File: src/scp_pkg.sv
// constants and carriers for the serial connect command parser
// assumes one 20 MHz clock and a 32-bit classic Wishbone register bus
package scp_pkg;
  // command characters
  localparam logic [7:0] CH_CONNECT = 8'h43;
  localparam logic [7:0] CH_CR      = 8'h0D;
  localparam logic [7:0] CH_LF      = 8'h0A;
  localparam logic [7:0] CH_SLASH   = 8'h2F;
  localparam logic [7:0] CH_COLON   = 8'h3A;
  localparam logic [7:0] CH_DOT     = 8'h2E;
  localparam logic [7:0] CH_ZERO    = 8'h30;
  localparam logic [7:0] CH_NINE    = 8'h39;
  // policy field codes
  localparam logic [3:0] POL_MANUAL = 4'h4;
  localparam logic [3:0] POL_AUTO   = 4'h5;
  localparam logic [3:0] POL_LIST   = 4'h2;
  // register byte offsets
  localparam logic [7:0] REG_POLICY   = 8'h00;
  localparam logic [7:0] REG_REM_ADDR = 8'h04;
  localparam logic [7:0] REG_REM_PORT = 8'h08;
  localparam logic [7:0] REG_RETRY    = 8'h0C;
  localparam logic [7:0] REG_TMO      = 8'h10;
  localparam logic [7:0] REG_STATUS   = 8'h14;
  localparam logic [7:0] REG_HOST     = 8'h40;
  localparam int         HOST_MAX     = 12;
  // limits and reset values
  localparam logic [7:0]  POLICY_RST = 8'hC0;
  localparam logic [3:0]  RETRY_RST  = 4'h3;
  localparam logic [3:0]  RETRY_MIN  = 4'h1;
  localparam logic [15:0] TMO_RST    = 16'h00FA;
  localparam logic [15:0] TMO_MIN    = 16'h000A;
  // timeout unit
  localparam int MS_NS      = 1000000;
  localparam int CLK_NS     = 50;
  localparam int CYC_PER_MS = MS_NS / CLK_NS;
  // request sources
  localparam logic [1:0] SRC_MANUAL = 2'h1;
  localparam logic [1:0] SRC_AUTO   = 2'h2;
  localparam logic [1:0] SRC_LIST   = 2'h3;

  typedef enum logic [2:0] {PS_IDLE = 3'b000, PS_ADDR = 3'b001, PS_PORT = 3'b010,
                            PS_NAME = 3'b011, PS_NPORT = 3'b100, PS_DROP = 3'b101} scp_prs_e;
  typedef enum logic [1:0] {HL_OFF = 2'b00, HL_ISSUE = 2'b01, HL_WAIT = 2'b10,
                            HL_UP = 2'b11} scp_hl_e;

  typedef struct packed {
    scp_prs_e    st;
    logic        first;
    logic [31:0] addr;
    logic [2:0]  nOct;
    logic [7:0]  acc;
    logic        dig;
    logic [15:0] port;
  } scp_prs_s;
  typedef struct packed {
    scp_hl_e     st;
    logic [3:0]  idx;
    logic [3:0]  tries;
    logic [15:0] ms;
    logic [15:0] pre;
  } scp_hl_s;
  typedef struct packed {
    logic        valid;
    logic [1:0]  src;
    logic        isName;
    logic [31:0] addr;
    logic [15:0] port;
  } scp_req_s;
  typedef struct packed {
    logic [7:0]                    policy;
    logic [31:0]                   remAddr;
    logic [15:0]                   remPort;
    logic [3:0]                    retry;
    logic [15:0]                   tmo;
    logic [HOST_MAX-1:0][31:0]     hAddr;
    logic [HOST_MAX-1:0][15:0]     hPort;
  } scp_cfg_s;

  localparam scp_cfg_s CFG_RST = '{policy: POLICY_RST, retry: RETRY_RST, tmo: TMO_RST,
                                   default: '0};
endpackage

File: src/scp_parser.sv
// connect command parser, autostart and ordered host table scroller
// assumes serial bytes and connection engine events arrive on core_clk
`timescale 1ns/100ps
`default_nettype none

// How it works
// RQ1: manual mode connects only on a command
// RQ2: command must start with letter C
// RQ3: CR or LF ends the command
// RQ4: host sends no spaces in command
// RQ5: dotted decimal address, one to four bytes
// RQ6: host puts periods between address numbers
// RQ7: optional slash then decimal port 1-65535
// RQ8: no port given uses stored port
// RQ9: partial address fills high bytes from stored
// RQ10: 0.0.0.0/0 enters monitor state instead
// RQ11: non-digit after C means host name
// RQ12: name port follows slash or colon
// RQ13: autostart connects to stored target at boot
// RQ14: table tried in turn until connected
// RQ15: lost table connection resumes scrolling
// RQ16: table holds one to twelve entries
// RQ17: table unused in manual or modem mode
// RQ18: table mode refuses incoming connections
// RQ19: per-entry retry count 1-15, default 3
// RQ20: attempt timeout 10-65535 ms, default 250
// RQ21: malformed command discarded, no connection
// RQ22: after last entry wrap to first
module scp_parser #(
  parameter int CYC_PER_MS = scp_pkg::CYC_PER_MS
) (
  // clock and reset
  input  wire logic        core_clk,
  input  wire logic        sys_rst,
  // register bus
  input  wire logic        wb_cyc_i,
  input  wire logic        wb_stb_i,
  input  wire logic        wb_we_i,
  input  wire logic [7:0]  wb_adr_i,
  input  wire logic [3:0]  wb_sel_i,
  input  wire logic [31:0] wb_dat_i,
  output logic      [31:0] wb_dat_o,
  output logic             wb_ack_o,
  // serial receive bytes
  input  wire logic        rxValid,
  input  wire logic [7:0]  rxData,
  // connection engine
  output scp_pkg::scp_req_s connCmd,
  output logic             nameValid,
  output logic      [7:0]  nameData,
  output logic             connCancel,
  output logic             monitorEnter,
  output logic             refuseIncoming,
  input  wire logic        connUp,
  input  wire logic        connFail,
  input  wire logic        connDown
);
  scp_pkg::scp_cfg_s cfg, next_cfg;
  scp_pkg::scp_prs_s prs, next_prs;
  scp_pkg::scp_hl_s  hl, next_hl;
  scp_pkg::scp_req_s next_connCmd;
  logic              ack, next_ack;
  logic [31:0]       rdat, next_rdat;
  logic              next_nameValid, next_monitorEnter, next_connCancel;
  logic [7:0]        next_nameData;
  logic              bootPend, next_bootPend;
  logic              modemOn, manualOn, listOn, autoOn;
  logic [3:0]        hlCount;
  logic              isTerm, isDigit;
  logic [7:0]        digit;

  function automatic logic [31:0] laneMerge(input logic [31:0] old, input logic [31:0] nw,
                                            input logic [3:0] sel);
    logic [31:0] r;
    r = old;
    for (int b = 0; b < 4; b++)
      if (sel[b])
        r[8*b +: 8] = nw[8*b +: 8];
    return r;
  endfunction

  assign modemOn  = cfg.policy[7:6] == 2'b11 && cfg.policy[2:1] == 2'b11;
  assign listOn   = cfg.policy[7:4] == scp_pkg::POL_LIST
                    && cfg.policy[3:0] != scp_pkg::POL_MANUAL && !modemOn; // see RQ17
  assign manualOn = cfg.policy[3:0] == scp_pkg::POL_MANUAL && !modemOn;
  assign autoOn   = cfg.policy[3:0] == scp_pkg::POL_AUTO && !listOn && !modemOn;
  assign refuseIncoming = listOn; // see RQ18
  assign wb_ack_o = ack;
  assign wb_dat_o = rdat;
  assign isTerm   = rxData == scp_pkg::CH_CR || rxData == scp_pkg::CH_LF; // see RQ3
  assign isDigit  = rxData >= scp_pkg::CH_ZERO && rxData <= scp_pkg::CH_NINE;
  assign digit    = rxData - scp_pkg::CH_ZERO;

  // leading nonzero table entries count as the live list
  always_comb
  begin
    logic stop;
    stop = 1'b0;
    hlCount = 4'h0;
    for (int i = 0; i < scp_pkg::HOST_MAX; i++)
      if (!stop && cfg.hAddr[i] != 32'h0000_0000)
        hlCount = hlCount + 4'h1; // see RQ16
      else
        stop = 1'b1;
  end

  // register bus: one wait state, write lands on the ack edge
  always_comb
  begin
    logic [7:0] off;
    logic [3:0] hIdx;
    logic       hHit;
    logic [31:0] rd;
    logic [31:0] lm;
    off  = wb_adr_i - scp_pkg::REG_HOST;
    hIdx = off[6:3];
    hHit = wb_adr_i >= scp_pkg::REG_HOST && !off[7] && int'(hIdx) < scp_pkg::HOST_MAX;
    lm   = 32'h0000_0000;
    next_cfg = cfg;
    next_ack = wb_cyc_i && wb_stb_i && !ack;
    next_rdat = rdat;
    rd = 32'h0000_0000;
    unique case ({wb_adr_i[7:2], 2'b00})
      scp_pkg::REG_POLICY:   rd = {24'h00_0000, cfg.policy};
      scp_pkg::REG_REM_ADDR: rd = cfg.remAddr;
      scp_pkg::REG_REM_PORT: rd = {16'h0000, cfg.remPort};
      scp_pkg::REG_RETRY:    rd = {28'h000_0000, cfg.retry};
      scp_pkg::REG_TMO:      rd = {16'h0000, cfg.tmo};
      scp_pkg::REG_STATUS:   rd = {12'h000, 3'(prs.st), listOn, manualOn, autoOn,
                                   2'(hl.st), hl.idx, hl.tries, hlCount};
      default:
        if (hHit)
          rd = off[2] ? {16'h0000, cfg.hPort[hIdx]} : cfg.hAddr[hIdx];
    endcase
    if (next_ack)
      next_rdat = rd;
    if (wb_cyc_i && wb_stb_i && wb_we_i && ack)
    begin
      unique case ({wb_adr_i[7:2], 2'b00})
        scp_pkg::REG_POLICY:
        begin
          lm = laneMerge({24'h00_0000, cfg.policy}, wb_dat_i, wb_sel_i);
          next_cfg.policy = lm[7:0];
        end
        scp_pkg::REG_REM_ADDR:
          next_cfg.remAddr = laneMerge(cfg.remAddr, wb_dat_i, wb_sel_i);
        scp_pkg::REG_REM_PORT:
        begin
          lm = laneMerge({16'h0000, cfg.remPort}, wb_dat_i, wb_sel_i);
          next_cfg.remPort = lm[15:0];
        end
        scp_pkg::REG_RETRY:
          if (wb_sel_i[0])
            next_cfg.retry = wb_dat_i[3:0] < scp_pkg::RETRY_MIN ? scp_pkg::RETRY_MIN
                                                               : wb_dat_i[3:0]; // see RQ19
        scp_pkg::REG_TMO:
        begin
          lm = laneMerge({16'h0000, cfg.tmo}, wb_dat_i, wb_sel_i);
          next_cfg.tmo = lm[15:0];
          if (next_cfg.tmo < scp_pkg::TMO_MIN)
            next_cfg.tmo = scp_pkg::TMO_MIN; // see RQ20
        end
        default:
          if (hHit && off[2])
          begin
            lm = laneMerge({16'h0000, cfg.hPort[hIdx]}, wb_dat_i, wb_sel_i);
            next_cfg.hPort[hIdx] = lm[15:0];
          end
          else if (hHit)
            next_cfg.hAddr[hIdx] = laneMerge(cfg.hAddr[hIdx], wb_dat_i, wb_sel_i);
      endcase
    end
  end

  always_ff @(posedge core_clk)
    if (sys_rst)
    begin
      cfg  <= scp_pkg::CFG_RST;
      ack  <= 1'b0;
      rdat <= 32'h0000_0000;
    end
    else
    begin
      cfg  <= next_cfg;
      ack  <= next_ack;
      rdat <= next_rdat;
    end

  // command parser, autostart and host table
  always_comb
  begin
    logic [11:0] ow;
    logic [19:0] pw;
    logic [31:0] fa;
    logic [2:0]  fn;
    logic        fin, nameFin;
    logic [3:0]  nextIdx;
    ow = 12'(prs.acc) * 12'd10 + 12'(digit);
    pw = 20'(prs.port) * 20'd10 + 20'(digit);
    fa = {prs.addr[23:0], prs.acc};
    fn = prs.nOct + 3'd1;
    fin = 1'b0;
    nameFin = 1'b0;
    nextIdx = (hl.idx + 4'h1 >= hlCount) ? 4'h0 : hl.idx + 4'h1; // see RQ22
    next_prs = prs;
    next_hl = hl;
    next_connCmd = '0;
    next_nameValid = 1'b0;
    next_nameData = nameData;
    next_monitorEnter = 1'b0;
    next_connCancel = 1'b0;
    next_bootPend = bootPend;
    if (rxValid && manualOn) // see RQ1
    begin
      next_prs.first = 1'b0;
      unique case (prs.st)
        scp_pkg::PS_IDLE:
          if (rxData == scp_pkg::CH_CONNECT) // see RQ2
          begin
            next_prs = '0;
            next_prs.st = scp_pkg::PS_ADDR;
            next_prs.first = 1'b1;
          end
        scp_pkg::PS_ADDR:
          if (isDigit)
          begin
            next_prs.acc = ow[7:0];
            next_prs.dig = 1'b1;
            if (ow > 12'd255)
              next_prs.st = scp_pkg::PS_DROP; // see RQ21
          end
          else if (prs.first && !isTerm && rxData != 8'h20)
          begin
            next_prs.st = scp_pkg::PS_NAME; // see RQ11
            next_nameValid = 1'b1;
            next_nameData = rxData;
          end
          else if (!prs.dig)
            next_prs.st = isTerm ? scp_pkg::PS_IDLE : scp_pkg::PS_DROP; // see RQ21
          else if (rxData == scp_pkg::CH_DOT && prs.nOct < 3'd3) // see RQ5
          begin
            next_prs.addr = fa;
            next_prs.nOct = fn;
            next_prs.acc = 8'h00;
            next_prs.dig = 1'b0;
          end
          else if (rxData == scp_pkg::CH_SLASH) // see RQ7
          begin
            next_prs.addr = fa;
            next_prs.nOct = fn;
            next_prs.dig = 1'b0;
            next_prs.st = scp_pkg::PS_PORT;
          end
          else if (isTerm)
          begin
            next_prs.addr = fa;
            next_prs.nOct = fn;
            next_prs.port = cfg.remPort; // see RQ8
            fin = 1'b1;
          end
          else
            next_prs.st = scp_pkg::PS_DROP; // see RQ21
        scp_pkg::PS_PORT, scp_pkg::PS_NPORT:
          if (isDigit && pw <= 20'd65535)
          begin
            next_prs.port = pw[15:0];
            next_prs.dig = 1'b1;
          end
          else if (isTerm && prs.dig)
          begin
            fin = prs.st == scp_pkg::PS_PORT;
            nameFin = prs.st == scp_pkg::PS_NPORT;
          end
          else
            next_prs.st = isTerm ? scp_pkg::PS_IDLE : scp_pkg::PS_DROP; // see RQ21
        scp_pkg::PS_NAME:
          if (isTerm)
          begin
            next_prs.port = cfg.remPort;
            nameFin = 1'b1;
          end
          else if (rxData == scp_pkg::CH_SLASH || rxData == scp_pkg::CH_COLON) // see RQ12
            next_prs.st = scp_pkg::PS_NPORT;
          else if (rxData == 8'h20)
            next_prs.st = scp_pkg::PS_DROP;
          else
          begin
            next_nameValid = 1'b1;
            next_nameData = rxData;
          end
        scp_pkg::PS_DROP:
          if (isTerm)
            next_prs.st = scp_pkg::PS_IDLE;
        default:
          next_prs.st = scp_pkg::PS_IDLE;
      endcase
    end
    if (fin || nameFin)
      next_prs.st = scp_pkg::PS_IDLE;
    if (fin)
    begin
      unique case (next_prs.nOct) // see RQ9
        3'd1:    fa = {cfg.remAddr[31:8], next_prs.addr[7:0]};
        3'd2:    fa = {cfg.remAddr[31:16], next_prs.addr[15:0]};
        3'd3:    fa = {cfg.remAddr[31:24], next_prs.addr[23:0]};
        default: fa = next_prs.addr;
      endcase
      if (next_prs.nOct == 3'd4 && fa == 32'h0000_0000 && next_prs.port == 16'h0000)
        next_monitorEnter = 1'b1; // see RQ10
      else if (next_prs.port != 16'h0000) // see RQ7
        next_connCmd = '{1'b1, scp_pkg::SRC_MANUAL, 1'b0, fa, next_prs.port}; // see RQ1
    end
    if (nameFin && next_prs.port != 16'h0000)
      next_connCmd = '{1'b1, scp_pkg::SRC_MANUAL, 1'b1, 32'h0000_0000, next_prs.port};
    if (!manualOn)
      next_prs.st = scp_pkg::PS_IDLE; // see RQ1
    if (autoOn && bootPend)
    begin
      next_bootPend = 1'b0;
      next_connCmd = '{1'b1, scp_pkg::SRC_AUTO, 1'b0, cfg.remAddr, cfg.remPort}; // see RQ13
    end
    // host table walk with per-attempt millisecond timer
    next_hl.pre = (int'(hl.pre) >= CYC_PER_MS - 1) ? 16'h0000 : hl.pre + 16'h0001;
    if (int'(hl.pre) >= CYC_PER_MS - 1 && hl.ms != 16'hFFFF)
      next_hl.ms = hl.ms + 16'h0001;
    unique case (hl.st)
      scp_pkg::HL_OFF:
        if (hlCount != 4'h0)
        begin
          next_hl = '0;
          next_hl.st = scp_pkg::HL_ISSUE;
        end
      scp_pkg::HL_ISSUE:
      begin
        next_connCmd = '{1'b1, scp_pkg::SRC_LIST, 1'b0, cfg.hAddr[hl.idx],
                         cfg.hPort[hl.idx]}; // see RQ14
        next_hl.ms = 16'h0000;
        next_hl.pre = 16'h0000;
        next_hl.st = scp_pkg::HL_WAIT;
      end
      scp_pkg::HL_WAIT:
        if (connUp)
          next_hl.st = scp_pkg::HL_UP; // see RQ14
        else if (connFail || hl.ms >= cfg.tmo) // see RQ20
        begin
          next_connCancel = !connFail;
          next_hl.st = scp_pkg::HL_ISSUE;
          next_hl.tries = hl.tries + 4'h1;
          if (hl.tries + 4'h1 >= cfg.retry) // see RQ19
          begin
            next_hl.tries = 4'h0;
            next_hl.idx = nextIdx;
          end
        end
      scp_pkg::HL_UP:
        if (connDown)
        begin
          next_hl.st = scp_pkg::HL_ISSUE; // see RQ15
          next_hl.tries = 4'h0;
          next_hl.idx = nextIdx;
        end
    endcase
    if (!listOn || hlCount == 4'h0)
      next_hl.st = scp_pkg::HL_OFF; // see RQ17
  end

  always_ff @(posedge core_clk)
    if (sys_rst)
    begin
      prs          <= '0;
      hl           <= '0;
      connCmd      <= '0;
      nameValid    <= 1'b0;
      nameData     <= 8'h00;
      monitorEnter <= 1'b0;
      connCancel   <= 1'b0;
      bootPend     <= 1'b1;
    end
    else
    begin
      prs          <= next_prs;
      hl           <= next_hl;
      connCmd      <= next_connCmd;
      nameValid    <= next_nameValid;
      nameData     <= next_nameData;
      monitorEnter <= next_monitorEnter;
      connCancel   <= next_connCancel;
      bootPend     <= next_bootPend;
    end
endmodule

`default_nettype wire

File: config.mk
export PLATFORM = sky130hd
export DESIGN_NAME = scp_parser
export DESIGN_NICKNAME = d
export VERILOG_FILES = /design/src/scp_pkg.sv /design/src/scp_parser.sv
export SDC_FILE = /design/constraint.sdc
export NUM_CORES = 2
export LEC_CHECK = 0
export ABC_AREA = 1
export ABC_CLOCK_PERIOD_IN_PS = 8300
export CAP_MARGIN = 10
export CORE_MARGIN = 2
export CORE_UTILIZATION = 30
export CTS_CLUSTER_DIAMETER = 40
export DETAILED_ROUTE_END_ITERATION = 7
export DONT_BUFFER_PORTS = 1
export GPL_TIMING_DRIVEN = 0
export HOLD_SLACK_MARGIN = 0.1
export PLACE_DENSITY = 0.42
export SETUP_SLACK_MARGIN = 0.4
export SYNTH_ARGS = -nofsm -noshare
export SYNTH_HDL_FRONTEND = slang
export SYNTH_SLANG_ARGS = --single-unit
File: constraint.sdc
create_clock -name core_clk -period 8.3 [get_ports core_clk]
set_input_delay 1.245 -clock core_clk [delete_from_list [all_inputs] [get_ports core_clk]]
set_output_delay 1.245 -clock core_clk [all_outputs]
set_load 0.01 [all_outputs]
# Yosys cells after proc, flatten, opt, wreduce, memory -nomap -nowiden
# Cells that the tools add are included.
[totals]
register_bits = 855
output_inout_bits = 97
wordCells = 424
[op_classes]
addsub = 20
multipliers = 2
magnitude_cmp = 16
eq_ne = 55
n_mux = 159
bitwise_logic = 7
n_reduce_logical = 108
[ops]
columns = ["op", "count"]
rows = [
  ["bitwise mux 384 bit", 1],
  ["nonzero test 32 bit", 12],
  ["two-way mux 8 bit", 42],
  ["two-way mux 52 bit", 6],
  ["binary-select mux 32 bit (select 4 bit)", 2],
  ["bitwise mux 192 bit", 1],
  ["two-way mux 32 bit", 6],
  ["case mux 32 bit (6 select lines)", 1],
  ["two-way mux 60 bit", 3],
  ["two-way mux 16 bit", 10],
  ["two-way mux 35 bit", 4],
  ["binary-select mux 16 bit (select 4 bit)", 2],
  ["demux 32 bit (select 4 bit)", 1],
  ["case mux 32 bit (3 select lines)", 1],
  ["case mux 43 bit (2 select lines)", 1],
  ["demux 16 bit (select 4 bit)", 1],
  ["two-way mux 64 bit", 1],
  ["case mux 16 bit (4 select lines)", 1],
  ["case mux 32 bit (2 select lines)", 1],
  ["adder 4 x 1 -> 4 bit, second input constant", 12],
  ["two-way mux 4 bit", 12],
  ["two-way mux 3 bit", 14],
  ["two-way mux 42 bit", 1],
  ["logical AND 1 bit", 37],
  ["other kinds (78)", 194],
]

# Longest topological paths before layout
[depth]
depth_word = 39
mapped_depth = 48

# Worst setup path after synthesis
# Ideal clock, no wire load.
[synth_path]
path_type = "register to register"
start = "reg cfg[214] (netlist bit)"
end = "reg hl[36] (netlist bit)"
setup_ps = 64
t_arrival_ps = 6144
required_time_ps = 8236
setup_slack_ps = 2092
stages_incl_launch_ff = 46
n_path_buf = 0
period_less_slack_ps = 6208
cell_sequence = "dfxtp_1 nor2_1 nand2_1 nor2_1 nand2_1 nor2_2 a21oi_1 ha_1 inv_1 nand3_1 nand2_1 inv_1 ha_1 nand4_1 nand2_1 ha_1 nand2_1 nand2_1 [10 not listed] nand2_1 nand2_1 ha_1 nand2_1 nand2_1 ha_1 nand3_1 nand2_1 inv_1 ha_1 o21a_1 o21a_1 o21a_1 nor4_1 nand2_1 nand4_1 nand2_1 nor2_1"
[synth_via]
elab_chain_cells = 39
[synth_rtl]
columns = ["item", "line_no", "source"]
rows = [
  ["from (decl)", "scp_parser.sv:58", "scp_pkg::scp_cfg_s cfg, next_cfg;"],
  ["from (signal assigned)", "scp_parser.sv:178", "cfg <= scp_pkg::CFG_RST;"],
  ["from (signal assigned)", "scp_parser.sv:184", "cfg <= next_cfg;"],
  ["nonzero test 32 bit *", "scp_parser.sv:101", "if (!stop && cfg.hAddr[i] != 32'h0000_0000)"],
  ["branches (longest 31 deep; another with adder 4 x 1 -> 4 bit)", "--", ""],
  ["two-way mux 4 bit *", "scp_parser.sv:101", ""],
  [">= comparator 4 bit", "scp_parser.sv:204", "nextIdx = (hl.idx + 4'h1 >= hlCount) ? 4'h0 : hl.idx + 4'h1;"],
  ["two-way mux 4 bit", "scp_parser.sv:204", ""],
  ["two-way mux 8 bit", "scp_parser.sv:349", "if (hl.tries + 4'h1 >= cfg.retry)"],
  ["two-way mux 10 bit", "scp_parser.sv:344", "else if (connFail || hl.ms >= cfg.tmo)"],
  ["two-way mux 8 bit", "scp_parser.sv:342", "if (connUp)"],
  ["case mux 8 bit (3 select lines)", "scp_parser.sv:326", "unique case (hl.st)"],
  ["to (signal assigned)", "scp_parser.sv:382", "hl <= next_hl;"],
  ["to (decl)", "scp_parser.sv:60", "scp_pkg::scp_hl_s hl, next_hl;"],
]
# Mark *: on every way between the ends. The select of a mux whose other input is x is not followed.
# A chain may end at the register's enable or synchronous reset.

# Worst setup path in the final report
[layout_path]
start = "reg cfg[239] (netlist bit)"
end = "reg hl[38] (netlist bit)"
[layout_via]
elab_chain_cells = 39
[layout_rtl]
columns = ["item", "line_no"]
rows = [
  ["nonzero test 32 bit *", "scp_parser.sv:101"],
  ["logical AND 1 bit *", "scp_parser.sv:101"],
  ["branches (longest 30 deep; another with adder 4 x 1 -> 4 bit)", "--"],
  ["two-way mux 4 bit *", "scp_parser.sv:101"],
  [">= comparator 4 bit", "scp_parser.sv:204"],
  ["two-way mux 4 bit", "scp_parser.sv:204"],
  ["two-way mux 8 bit", "scp_parser.sv:349"],
  ["two-way mux 10 bit", "scp_parser.sv:344"],
  ["two-way mux 8 bit", "scp_parser.sv:342"],
  ["case mux 8 bit (3 select lines)", "scp_parser.sv:326"],
]
# Marked as above.

==> flow_summary.html <==
<table>
<tr><th>Metric</th><th>Value</th></tr>
<tr><th colspan="2">Outcome</th></tr>
<tr><td>Result of the run</td><td>complete, no violations</td></tr>
<tr><th colspan="2">Timing</th></tr>
<tr><td>RSZ-0062 raised after global routing</td><td>false</td></tr>
<tr><td>Maximum frequency from static timing analysis</td><td>roughly 140 MHz</td></tr>
<tr><td>Smallest setup slack after layout</td><td>894 ps</td></tr>
<tr><td>Largest clock skew in the final design</td><td>68.3 ps</td></tr>
<tr><td>Tmin final</td><td>7410 ps</td></tr>
<tr><td>Final setup violation count</td><td>0</td></tr>
<tr><td>Slew HR</td><td>0.0129</td></tr>
<tr><td>Final hold violation count</td><td>0</td></tr>
<tr><td>Total Neg Setup Slack</td><td>0 ps</td></tr>
<tr><td>Max-slew violation count</td><td>0</td></tr>
<tr><td>Final critical-path share of the clock period</td><td>0.892</td></tr>
<tr><td>Slew @ Worst Pin</td><td>1480 ps</td></tr>
<tr><th colspan="2">Clock network</th></tr>
<tr><td>Max Root-Sink Buffers</td><td>3</td></tr>
<tr><td># clock sinks</td><td>855</td></tr>
<tr><td>Clock latency of the later-clocked register in the worst-skew pair</td><td>870 ps</td></tr>
<tr><td>Total clock buffers created by CTS</td><td>202</td></tr>
<tr><td>Post-CTS setup repair buffer count</td><td>0</td></tr>
<tr><td>Hold-fix buffers, CTS</td><td>0</td></tr>
<tr><td>Number of H-tree levels</td><td>4</td></tr>
<tr><td>CTS root buffer</td><td>clkbuf_16</td></tr>
<tr><td>Clock tree from TritonCTS</td><td>done</td></tr>
<tr><td>CTS clock-pin slew for the worst setup and hold paths</td><td>50 ps</td></tr>
<tr><th colspan="2">Worst hold path</th></tr>
<tr><td>Worst min-delay path class</td><td>register to register</td></tr>
<tr><th colspan="2">Worst setup path</th></tr>
<tr><td>Kind of end point of the critical path</td><td>register</td></tr>
<tr><td>Crit path DAT</td><td>8200 ps</td></tr>
<tr><td>Kind of start point of the critical path</td><td>register</td></tr>
<tr><td>Peak per-stage delay on the critical path</td><td>350 ps</td></tr>
<tr><td>Crit Path Class</td><td>register to register</td></tr>
<tr><td>Data required time at the worst endpoint</td><td>9090 ps</td></tr>
<tr><td>Library cell appearing most often on the critical path</td><td>nand2_1</td></tr>
<tr><td>Slowest cell on the critical path</td><td>dfxtp_1</td></tr>
<tr><td>Critical-path maximum fanout</td><td>4</td></tr>
<tr><th colspan="2">Finish</th></tr>
<tr><td>Sequential Area</td><td>roughly 0.017 mm2</td></tr>
<tr><td>Share of final-layout standard cells stronger than drive strength 1</td><td>0.0648</td></tr>
<tr><td>Synth-to-Final Area Change</td><td>20.5%</td></tr>
<tr><td>Layout Cells excl Fill</td><td>10100</td></tr>
<tr><td>Fill cell instance count of the final layout</td><td>17900</td></tr>
<tr><td>Number of nets in the layout</td><td>between 7000 and 8000</td></tr>
<tr><td>Area occupied by multi-input gates</td><td>0.0246 mm2</td></tr>
<tr><th colspan="2">Synthesis</th></tr>
<tr><td>Register bit total from synthesis</td><td>855</td></tr>
<tr><td>Post-synth top cells</td><td>1454 x inv_1, 1125 x o21ai_0, 1107 x a21oi_1</td></tr>
<tr><td>Area share of the largest cell type after synthesis</td><td>0.347</td></tr>
<tr><td>Number of warning messages in the yosys log</td><td>0</td></tr>
<tr><td>EDFF count, synth</td><td>0</td></tr>
<tr><td>Number of distinct library cell variants in the gate-level netlist after synthesis</td><td>69</td></tr>
<tr><td>Most frequent cell after synthesis</td><td>inv_1</td></tr>
<tr><td>Async set-reset flop share out of synthesis</td><td>0</td></tr>
<tr><td>Largest area contributor in the synthesized netlist</td><td>dfxtp_1</td></tr>
<tr><td>Synth Net Count</td><td>7652</td></tr>
<tr><td>Largest cells by area after synthesis</td><td>dfxtp_1 35%, o21ai_0 11%, a21oi_1 11%</td></tr>
<tr><td>Mapped Cells</td><td>approximately 7500</td></tr>
<tr><td>Synth Cell Area</td><td>0.0493 mm2</td></tr>
<tr><td>Top FF cell, synth</td><td>dfxtp_1</td></tr>
<tr><td>Seq/Total Area, Yosys</td><td>0.347</td></tr>
<tr><td>Synthesized area per cell</td><td>6.59 um2</td></tr>
<tr><th colspan="2">Floorplanning</th></tr>
<tr><td>Die Outline Area</td><td>0.168 mm2</td></tr>
<tr><td>Vertical extent of the die</td><td>410 um</td></tr>
<tr><td>X dimension of the die</td><td>410 um</td></tr>
<tr><td>Rows</td><td>148</td></tr>
<tr><td>Count of boundary I/O pins</td><td>158</td></tr>
<tr><td>Placeable core region</td><td>0.163 mm2</td></tr>
<tr><td>Effective utilization at floorplan</td><td>0.303</td></tr>
<tr><th colspan="2">Pwr</th></tr>
<tr><td>Overall power consumption</td><td>0.0132 W</td></tr>
<tr><td>Cell Pwr Density</td><td>221 mW/mm2</td></tr>
<tr><td>Worst VDD drop</td><td>0.208 mV</td></tr>
<tr><td>Logic gate share of total power</td><td>0.040</td></tr>
<tr><td>Pleak</td><td>26.5 nW</td></tr>
<tr><td>Internal Dissipation</td><td>0.00981 W</td></tr>
<tr><td>Net switching power</td><td>0.00335 W</td></tr>
<tr><td>Clock network fraction of total power</td><td>0.644</td></tr>
<tr><td>Proportion of total power due to net switching</td><td>0.254</td></tr>
<tr><td>Share of total power in sequential cells</td><td>0.315</td></tr>
<tr><th colspan="2">Place</th></tr>
<tr><td>Placer congestion estimate</td><td>1.01</td></tr>
<tr><td>Placed cell count</td><td>slightly below 10000</td></tr>
<tr><td>Minimum setup slack after placement</td><td>708 ps</td></tr>
<tr><td>Post-detailed-placement half-perimeter wirelength</td><td>213 mm</td></tr>
<tr><td>I/O Buffers</td><td>0</td></tr>
<tr><th colspan="2">Global routing</th></tr>
<tr><td>M1 GR Usage</td><td>0.402</td></tr>
<tr><td>Initial antenna violation count</td><td>15</td></tr>
<tr><td>Met3 GRT Util</td><td>0.0557</td></tr>
<tr><td>Number of global-route vias before repair</td><td>51300</td></tr>
<tr><td>Largest net degree at the start of global routing</td><td>17</td></tr>
<tr><td>GRT Total Usage</td><td>0.309</td></tr>
<tr><td>Leftover overflow at the end of global routing</td><td>0</td></tr>
<tr><td>GRT Max-Usage Layer</td><td>met2</td></tr>
<tr><td>GR Layer Usage met2</td><td>0.496</td></tr>
<tr><td>Wire length of the first global-routing pass</td><td>~380 mm</td></tr>
<tr><th colspan="2">Detailed routing</th></tr>
<tr><td>DRC Markers</td><td>0</td></tr>
<tr><td>Detail-routed via count per cell</td><td>5.39</td></tr>
<tr><td>Routed len/inst</td><td>26.6 um</td></tr>
<tr><td>Router iterations before antenna repair</td><td>6</td></tr>
<tr><td>Total via count in the routed design</td><td>54200</td></tr>
<tr><td>Final wirelength</td><td>267 mm</td></tr>
<tr><td>Count of nets left with antenna violations after detail routing</td><td>0</td></tr>
<tr><td>First-iteration detailed-routing DRC count</td><td>5872</td></tr>
<tr><th colspan="2">Flow run</th></tr>
<tr><td>Max_cap viols</td><td>0</td></tr>
</table>
-- path summary, 6_finish.rpt --
path | from | to | slack (ps) | depth (start not counted)
worst min-delay path | cfg[588] | cfg[588] | 460 | 2
worst max-delay path | cfg[239] | hl[38] | 890 | 46
worst max register to register | cfg[239] | hl[38] | 890 | 46
worst min register to register | cfg[588] | cfg[588] | 460 | 2
-- layout by cell type, fill, tap and decap left out, types with 14 or more instances in the layout --
cell | netlist | layout
o211ai_1 | 14 | 14
nand3_2 | 24 | 24
nor3_1 | 42 | 42
o221ai_1 | 149 | 149
or2_2 | 16 | 16
inv_2 | 23 | 23
nand3_1 | 369 | 369
nand2_1 | 755 | 755
a22oi_1 | 168 | 168
o21ai_0 | 1125 | 1125
buf_1 | 41 | 41
clkbuf_16 | 0 | 203
xor2_1 | 33 | 33
dfxtp_1 | 855 | 855
clkinvlp_4 | 0 | 22
nand4_1 | 107 | 107
clkbuf_8 | 0 | 27
nor4_1 | 17 | 16
o22ai_1 | 21 | 21
ha_1 | 96 | 96
a21oi_1 | 1107 | 1107
clkinv_4 | 0 | 16
nor3_2 | 16 | 16
clkinv_2 | 0 | 25
clkbuf_1 | 466 | 497
nand2_2 | 24 | 24
bufinv_16 | 0 | 27
inv_1 | 1454 | 1454
a221oi_1 | 30 | 30
nor2_1 | 385 | 382
-- final cells by class --
cell class | instances | area share
antenna | 3 | 0.000126
buffer | 525 | 0.0345
clock buffer | 262 | 0.0937
clock inverter | 114 | 0.0284
inverter | 1486 | 0.0939
multi-input combinational | 4625 | 0.414
sequential | 855 | 0.288
tap | 2175 | 0.0458
timing repair buffer | 7 | 0.00168
-- per-layer routing --
metal,part of all wire,vias to the layer above
li1,-,25300
met1,0.43,26100
met2,0.45,2267
met3,0.075,492
met4,0.049,2
met5,0.000041,-
-- critical path: cells and delay by family, from the launching register on --
family                     cells  cell delay (ps)
DFF                            1              350
buffers and inverters          4              260
adders and majority gates     10             2890
and+or+nand+nor               28             3180
AOI/OAI and AO/OA              4              660
-- flip-flops by register name, summed over array words and instances, names as in the netlist --
register / cells
nameValid: 1
wb_dat_o: 32
prs: 64
connCmd: 52
hl: 42
wb_ack_o: 1
monitorEnter: 1
nameData: 8
cfg: 652
bootPend: 1
connCancel: 1
-- metrics by stage --
| step | cell area [um2] | utilization | hold WS [ps] |
|---|---|---|---|
| floorplan | 49300 | - | 439 |
| global placement | 52100 | 0.319 | 449 |
| detailed placement | 52200 | 0.320 | 454 |
| CTS | 59400 | 0.365 | 461 |
| global route | 59500 | 0.365 | 496 |
| finish | 59500 | 0.365 | 462 |
-- cells by family (layout without fill, tap and decap cells) --
group	after synthesis	in the layout	synth area share
AO/OA/AOI/OAI	2682	2682	0.299
buffers and inverters	2011	2394	0.155
AND/OR/NAND/NOR	1797	1797	0.165
flip-flops	855	855	0.347
adder cells (fa/ha/maj)	100	100	0.0260
XOR/XNOR	45	45	0.00799
other	1	4	0.0000760
-- power groups by stage --
stage / sequential [W] / clock [W] / combinational (W)
after global placement: 0.00423 / 0 / 0.000511
after detailed placement: 0.00423 / 0 / 0.000514
after floorplan: 0.00422 / 0 / 0.000245
after CTS: 0.00415 / 0.00855 / 0.000515
final: 0.00415 / 0.00847 / 0.000532
after global routing: 0.00415 / 0.00877 / 0.000548
-- timing repair --
item	CTS	global route
setup endpoints to repair	0	4
resized for setup	0	3
endpoints found under the hold margin	0	0
(Power assumes the default switching activity.)
